==> src/design/nmt_pkg.sv <==
// package: network-management constants, states and frame carriers
package nmt_pkg;
  localparam int unsigned CLK_HZ        = 20_000_000;
  localparam int unsigned INIT_MS       = 3000;           // initialization dwell
  localparam int unsigned HB_DEF_MS     = 300;            // heartbeat default period
  localparam int unsigned HB_MAX_MS     = 500;            // longest heartbeat period
  localparam int unsigned CYC_PER_MS    = CLK_HZ / 1000;  // cycles per millisecond
  localparam int unsigned NUM_CHANNELS  = 22;             // channels of preliminary scan
  localparam int unsigned NUM_NODES     = 3;              // independent state machines
  localparam logic [10:0] NMT_ID        = 11'h000;        // command identifier
  localparam logic [10:0] ANNOUNCE_BASE = 11'h700;        // announce/heartbeat id base
  localparam logic [7:0]  CMD_RUN       = 8'h01;          // enter-run command byte
  localparam logic [7:0]  CMD_STANDBY   = 8'h80;          // enter-standby command byte
  localparam logic [7:0]  ADDR_ALL      = 8'h00;          // broadcast node address
  localparam logic [3:0]  CMD_DLC       = 4'h2;           // command data length
  localparam logic [3:0]  HB_DLC        = 4'h1;           // announce/heartbeat length
  localparam logic [7:0]  ST_CODE_BOOT  = 8'h00;          // announce payload
  localparam logic [7:0]  ST_CODE_RUN   = 8'h05;          // heartbeat payload, run
  localparam logic [7:0]  ST_CODE_STBY  = 8'h7F;          // heartbeat payload, standby

  // per-node state, one-hot
  typedef enum logic [2:0] {
    ST_INIT    = 3'b001,
    ST_STANDBY = 3'b010,
    ST_RUN     = 3'b100
  } node_state_t;

  // received standard frame
  typedef struct packed {
    logic [10:0] id;
    logic [3:0]  dlc;
    logic [7:0]  b0;
    logic [7:0]  b1;
  } rx_frame_t;

  // outgoing one-byte error-control frame
  typedef struct packed {
    logic [10:0] id;
    logic [3:0]  dlc;
    logic [7:0]  b0;
  } tx_frame_t;
endpackage

==> src/design/node_state_network_mgmt.sv <==
// module: three-node network-management state machine with announce and heartbeat
module node_state_network_mgmt #(
  parameter int unsigned INIT_CYCLES = nmt_pkg::INIT_MS * nmt_pkg::CYC_PER_MS,
  parameter int unsigned CNT_W       = 26
) (
  input  wire logic                  clk,
  input  wire logic                  rst_n,
  input  wire logic                  scan_done,          // preliminary scan of all channels finished
  input  wire logic [6:0]            start_address,      // first source node address
  input  wire logic [8:0]            hb_period_ms,       // heartbeat period, 0 selects default
  input  wire logic                  rx_valid,           // one-cycle received frame strobe
  input  wire nmt_pkg::rx_frame_t    rx_frame,           // received standard frame
  input  wire logic                  tx_ready,           // frame transmitter accepts
  output logic                       tx_valid,           // frame offered
  output nmt_pkg::tx_frame_t         tx_frame,           // announce or heartbeat frame
  output logic [2:0]                 run_mask,           // per-node data frames enabled
  output logic                       config_allowed,     // service tool may configure
  output logic                       bus_enable          // network traffic permitted
);
  import nmt_pkg::*;

  // heartbeat periods in clock cycles; the shared timer must hold the
  // longest of them, so CNT_W is checked against the maximum below
  localparam int unsigned HB_DEF_CYC = HB_DEF_MS * CYC_PER_MS;
  localparam int unsigned HB_MAX_CYC = HB_MAX_MS * CYC_PER_MS;

  // refuse counter widths that cannot reach the dwell or the period;
  // a short counter would wrap and leave initialization far too early
  initial begin
    if (INIT_CYCLES < 1 || INIT_CYCLES >= (64'd1 << CNT_W))
      $error("INIT_CYCLES does not fit CNT_W");
    if (HB_MAX_CYC >= (64'd1 << CNT_W))
      $error("heartbeat period does not fit CNT_W");
  end

  // per-node machines share the timers but keep their own state and
  // their own owed-frame flags, so each node answers only its own commands and the broadcast standby
  node_state_t            state_r [NUM_NODES];  // per-node state
  logic [NUM_NODES-1:0]   boot_pend_r;          // announce still owed
  logic [NUM_NODES-1:0]   hb_pend_r;            // heartbeat owed
  logic [CNT_W-1:0]       init_cnt_r;           // initialization timer
  logic                   init_done_r;          // dwell elapsed and scan done
  logic [CNT_W-1:0]       hb_cnt_r;             // heartbeat period timer
  logic [CNT_W-1:0]       hb_limit;             // selected period in cycles
  logic                   hb_tick;              // period elapsed
  logic                   cmd_ok;               // well-formed command frame
  logic [1:0]             sel;                  // node chosen for transmit
  logic                   any_pend;             // some frame owed
  logic [6:0]             node_addr [NUM_NODES]; // source address of each node
  logic [NUM_NODES-1:0]   announced;            // announce sent for node

  // heartbeat period, clamped to the longest allowed
  always_comb begin
    if (hb_period_ms == '0)
      hb_limit = CNT_W'(HB_DEF_CYC);
    else if (32'(hb_period_ms) > HB_MAX_MS)
      hb_limit = CNT_W'(HB_MAX_CYC);
    else
      hb_limit = CNT_W'(32'(hb_period_ms) * CYC_PER_MS);
  end

  // commands are dropped until every node has had its announce accepted,
  // so nothing is taken from the network ahead of the announce frames
  // frame filter: id 0, length 2, known command byte
  assign cmd_ok = rx_valid && init_done_r && (announced == '1) && rx_frame.id == NMT_ID
                  && rx_frame.dlc == CMD_DLC
                  && (rx_frame.b0 == CMD_RUN || rx_frame.b0 == CMD_STANDBY);

  // the dwell runs first; a scan that finishes early is simply waited on,
  // a late scan holds the block in initialization as long as it takes
  // initialization timer waits dwell then scan completion
  always_ff @(posedge clk or negedge rst_n) begin
    if (!rst_n) begin
      init_cnt_r  <= '0;
      init_done_r <= 1'b0;
    end else if (!init_done_r) begin
      if (init_cnt_r < CNT_W'(INIT_CYCLES - 1))
        init_cnt_r <= init_cnt_r + 1'b1;
      else if (scan_done)
        init_done_r <= 1'b1;
    end
  end

  // one timer for all nodes keeps the three heartbeats together; a period
  // change takes effect at once because the compare is against hb_limit
  // shared heartbeat timer, runs once nodes leave initialization
  always_ff @(posedge clk or negedge rst_n) begin
    if (!rst_n)
      hb_cnt_r <= '0;
    else if (!init_done_r || hb_tick)
      hb_cnt_r <= '0;
    else
      hb_cnt_r <= hb_cnt_r + 1'b1;
  end
  assign hb_tick = init_done_r && (hb_cnt_r >= hb_limit - 1'b1);

  // fixed priority is enough here: each node owes at most one frame of
  // each kind, so no node can starve the others
  // transmit arbiter: lowest node first, announce before heartbeat
  always_comb begin
    sel      = 2'd0;
    any_pend = 1'b0;
    for (int i = NUM_NODES - 1; i >= 0; i--) begin
      if (boot_pend_r[i] || hb_pend_r[i]) begin
        sel      = 2'(i);
        any_pend = 1'b1;
      end
    end
  end

  // one independent state machine per source address
  genvar g;
  generate
    for (g = 0; g < NUM_NODES; g++) begin : g_node
      logic hit;   // command addressed to this node
      logic sent;  // this node's frame accepted now
      always_comb begin
        node_addr[g] = start_address + 7'(g);
        if (node_addr[g] > 7'd75)
          node_addr[g] = node_addr[g] - 7'd10;  // wraps within the node address window
      end
      assign hit  = rx_frame.b1 == {1'b0, node_addr[g]};
      assign sent = tx_valid && tx_ready && sel == 2'(g);
      assign announced[g] = state_r[g] != ST_INIT && !boot_pend_r[g];

      // standby and run persist; only an accepted command moves them, and
      // an unknown encoding falls back to initialization
      // state transitions: init leaves on init_done_r, standby and run on command frames only
      always_ff @(posedge clk or negedge rst_n) begin
        if (!rst_n)
          state_r[g] <= ST_INIT;
        else begin
          case (state_r[g])
            ST_INIT: begin
              if (init_done_r)
                state_r[g] <= ST_STANDBY;
            end
            ST_STANDBY: begin
              if (cmd_ok && rx_frame.b0 == CMD_RUN && hit)
                state_r[g] <= ST_RUN;
            end
            ST_RUN: begin
              if (cmd_ok && rx_frame.b0 == CMD_STANDBY && (hit || rx_frame.b1 == ADDR_ALL))
                state_r[g] <= ST_STANDBY;
            end
            default: state_r[g] <= ST_INIT;
          endcase
        end
      end

      // announce owed on leaving initialization
      always_ff @(posedge clk or negedge rst_n) begin
        if (!rst_n)
          boot_pend_r[g] <= 1'b0;
        else if (state_r[g] == ST_INIT && init_done_r)
          boot_pend_r[g] <= 1'b1;
        else if (sent)
          boot_pend_r[g] <= 1'b0;
      end

      // heartbeat owed each period; new tick wins over clear
      always_ff @(posedge clk or negedge rst_n) begin
        if (!rst_n)
          hb_pend_r[g] <= 1'b0;
        else if (hb_tick && state_r[g] != ST_INIT)
          hb_pend_r[g] <= 1'b1;
        else if (sent && !boot_pend_r[g])
          hb_pend_r[g] <= 1'b0;
      end

      assign run_mask[g] = state_r[g] == ST_RUN;
    end
  endgenerate

  // the frame is rebuilt every cycle from the current owner; while a frame
  // is held waiting for tx_ready the owner still changes if a lower node becomes owed
  // offered frame registered from the selected node
  always_ff @(posedge clk or negedge rst_n) begin
    if (!rst_n)
      tx_frame <= '0;
    else begin
      tx_frame.id  <= ANNOUNCE_BASE + {4'h0, node_addr[sel]};
      tx_frame.dlc <= HB_DLC;
      if (boot_pend_r[sel])
        tx_frame.b0 <= ST_CODE_BOOT;
      else if (state_r[sel] == ST_RUN)
        tx_frame.b0 <= ST_CODE_RUN;
      else
        tx_frame.b0 <= ST_CODE_STBY;
    end
  end

  // after each acceptance valid drops for one cycle so the register can
  // load the next owner's frame before it is offered
  // valid is registered alongside the frame, so both appear one cycle after selection
  logic offer_r;
  always_ff @(posedge clk or negedge rst_n) begin
    if (!rst_n)
      offer_r <= 1'b0;
    else
      offer_r <= any_pend && !(tx_valid && tx_ready);
  end
  assign tx_valid = offer_r && any_pend;

  // status outputs: traffic allowed once initialization is over, service
  // configuration only while every node is announced and in standby
  assign bus_enable     = init_done_r;
  assign config_allowed = (run_mask == '0) && (announced == '1);
endmodule // node_state_network_mgmt

==> config.mk <==
export PLATFORM = sky130hd
export DESIGN_NAME = node_state_network_mgmt
export DESIGN_NICKNAME = d
export VERILOG_FILES = /design/src/design/nmt_pkg.sv /design/src/design/node_state_network_mgmt.sv
export SDC_FILE = /design/constraint.sdc
export NUM_CORES = 1
export LEC_CHECK = 0
export BUFFER_PORTS_ARGS = -buffer_cell sky130_fd_sc_hd__buf_2
export CAP_MARGIN = 20
export CORE_MARGIN = 2
export CORE_UTILIZATION = 55
export DETAILED_ROUTE_END_ITERATION = 10
export GPL_TIMING_DRIVEN = 1
export PLACE_DENSITY = 0.75
export SETUP_SLACK_MARGIN = 0.02
export SLEW_MARGIN = 5
export SYNTH_ARGS = -nofsm -noshare
export SYNTH_HDL_FRONTEND = slang
export SYNTH_SLANG_ARGS = --single-unit
==> constraint.sdc <==
create_clock -name clk -period 7.95 [get_ports clk]
set_input_delay 0.3975 -clock clk [delete_from_list [all_inputs] [get_ports clk]]
set_output_delay 0.3975 -clock clk [all_outputs]
set_load 0.02 [all_outputs]
==> flow_summary.yaml <==
grt:
  grt_pass1_wl_mm: 27.5
  antenna_found_initial: 0
  grt_max_degree: 80
  grt_overflow: 0
  grtUsageTotal_pct: 23.1
  grt_pass1_vias: 6021
timing:
  hold_viol: 0
  setup_viol: 0
  slew_viol_final: 0
  fin_crit_ns: 6.49
  max_freq_mhz: 154
  tns_ns: 0
  skew_ns: 0.00743
  worst_pin_slew_ns: 0.792
  rsz0062_at_grt: "false"
  finalCritPeriodShare_pct: 81.6
  maxSlewHeadroom_pct: 46.6
synth:
  synth.distinct_cells: 76
  synthFlopType: "dfrtp_1"
  syn_inst: 848
  postSynthAreaPerCell_um2: 8.74
  synth_common_cells: "ha_1 (83), nor2_1 (82), dfrtp_1 (76)"
  netlist.area_leader.share_pct: 25.7
  synth-seq-cells: 79
  syn_area_mm2: 0.00741
  ys_async_sr_fraction_pct: 100
  synth.most_common_cell: "ha_1"
  synth-edff-count: 0
  yosys.area.top_type: "dfrtp_1"
  synth_area_leaders: "dfrtp_1 (26%), ha_1 (14%), xnor2_1 (7.3%)"
  yosys_warnings: 0
  ys_seq_area_share_pct: 26.7
die:
  rows: 42
  core_area_mm2: 0.0132
  die_height_um: 120
  fp.dieW_um: 120
  boundaryPins: 81
  die_area_mm2: 0.0144
  start_util_pct: 56.2
power:
  comb_power_share_pct: 48.2
  leakagePower_nw: 3.86
  peakVddDrop_mv: 0.113
  p_switching_w: 0.000713
  pwr-share-seq_pct: 28.1
  p_int_w: 0.00104
  p_per_area_mw_per_mm2: 214
  pwr-share-clk_pct: 23.7
  p_sw_share_pct: 40.7
placed_design:
  place_area_mm2: 0.00783
  post-dp-hpwl_mm: 12.3
  place.gp.congestion: 0.885
  port-buffer-count: 75
layout:
  area_growth_pct: 10.3
  seq_area_mm2: 0.00198
  finalNetCount: 1058
  final_cell_area_mm2: 0.00817
  nFillCells: 1198
  multi_input_area_mm2: 0.00501
  diodes: 0
  drive_gt1_share_pct: 12.5
route:
  ant_nets: 0
  drt_iter0_markers: 387
  vias: 6241
  first_pass_iters: 5
  vias_per_cell: 5.74
  routed_wl_mm: 16.1
  wl_per_cell_um: 14.8
  route.detailed.drc: 0
status:
  run_status: "finished, final reports clean"
critical_path:
  cp-startpoint: "hb_period_ms[0]"
  r2r-start: "init_cnt_r[0]"
  critPathCaptureType: "register"
  rr_worst_depth: 10
  cp.arrival_ns: 6.68
  path_class: "in -> reg"
  cp_max_fo: 7
  critPathLaunchType: "input port"
  required_ns: 8.14
clock_network:
  clock_latency_ns: 0.33
  cts_buffers: 9
  postCtsSetupBuffers: 0
  cts.sinks: 79
  h-tree-depth: 3
  cts_buffer_depth: 2
  cts_tree: "built"
  path_clk_slew_ns: 0.06
  cts-root-buf: "clkbuf_16"
run:
  cap_violations: 0
hold_path:
  min_from: "scan_done"
  hold_path.class: "in -> reg"
  hold_path_depth: 3
## layout make-up
| class | instances | share of cell area, % |
|---|---|---|
| Multi-Input combinational cell | 676 | 61.3 |
| Sequential cell | 79 | 24.2 |
| Timing Repair Buffer | 78 | 5.17 |
| Inverter | 63 | 2.89 |
| Clock buffer | 9 | 2.76 |
| Tap cell | 176 | 2.69 |
| Clock inverter | 7 | 0.980 |
## power groups by stage
stage / Sequential (W) / Combinational (W) / Clock, W
after CTS: 0.000494 / 0.000840 / 0.000427
after global routing: 0.000500 / 0.000940 / 0.000444
after floorplan: 0.000521 / 0.000624 / 0
after global placement: 0.000499 / 0.000828 / 0
after detailed placement: 0.000499 / 0.000833 / 0
final: 0.000492 / 0.000844 / 0.000415
## logic make-up (layout without fill, tap and decap cells)
logic type	after synthesis	after routing	share of synthesized area (%)
AOI/OAI and AO/OA	158	158	14.7
xor gates and xnor gates	101	101	12.1
adders and majority gates	99	99	18.3
buffers and inverters	97	157	5.94
DFF	79	79	26.7
muxes	7	7	0.980
other	2	6	0.101
and+or+nand+nor	305	305	21.0
## final timing paths
path / slack (ns) / to
min in group asynchronous: 0.45 / hb_cnt_r[23]
setup / recovery: 1.46 / hb_pend_r[0]
setup reg to reg: 4.78 / init_cnt_r[23]
max in group asynchronous: 6.90 / state_r[0]
hold reg to reg: 0.47 / init_cnt_r[25]
hold / removal: 0.28 / bus_enable
## layer usage
metal	GRT usage, %	vias up	routed length (um)
met5	0	-	0
met3	3.47	14	741
met4	4.41	0	162
met2	39.5	161	7770
met1	31.3	2970	7430
li1	-	3096	-
## per-stage QoR
stage | worst slack [ns] | utilization, % | hold WS, ns | power, W | cells
finish | 1.46 | 62.0 | 0.285 | 0.00175 | 1088
floorplan | 1.78 | - | 0.102 | 0.00115 | 852
CTS | 1.51 | 61.7 | 0.266 | 0.00176 | 1086
detailed placement | 1.18 | 59.4 | 0.461 | 0.00133 | 1070
global placement | 1.38 | 59.4 | 0.452 | 0.00133 | 1070
global route | 0.917 | 62.0 | 0.327 | 0.00188 | 1088
## what timing repair did
action / CTS / global route
gates resized for setup: 0 / 0
hold buffers: 0 / 1
hold endpoints to repair: 0 / 9
setup endpoints to repair: 0 / 0
## cell usage in the layout, fill, tap and decap left out, drive strengths merged, types with 4 or more instances in the layout
cell and n:
a21oi 34, o21a 16, buf 77, or4 4, xor2 38, nor2 83, clkbuf 9, and3 20
nand2 60, nor3b 6, nor2b 4, fa 16, conb 6, mux2i 5, nor3 20, nand3b 8
xnor2 62, o22ai 7, nor4 10, dfrtp 76, ha 83, nor4b 5, a31oi 5, nand2b 12
clkinv 4, a22oi 4, or3 6, o21ai 35, a21o 16, nand3 29, inv 64, nand4 24
## registers in the layout, summed over array words and instances, names as in the netlist
name and flops:
boot_pend_r 3, bus_enable 1, hb_cnt_r 26, hb_pend_r 3, init_cnt_r 26, offer_r 1, state_r 9, tx_frame 10
## worst max-delay path: stages
cell and delay (ns):
buf_2 0.16, inv_1 0.13, fa_1 0.54, inv_1 0.04, ha_1 0.29, ha_1 0.20, fa_1 0.53, inv_1 0.06
fa_1 0.46, nor2b_1 0.11, o21ai_0 0.09, a21boi_0 0.43, nor2_1 0.14, nor3_1 0.29, and3_1 0.27, nor3b_1 0.43
nand2_1 0.12, xor2_1 0.17, ha_1 0.30, nand4_1 0.15, nor3_1 0.07, a2111oi_0 0.49, o21a_1 0.23, nor2_1 0.04
o21ai_0 0.37, o21ai_0 0.17
Power figures use the tool's default switching activity.
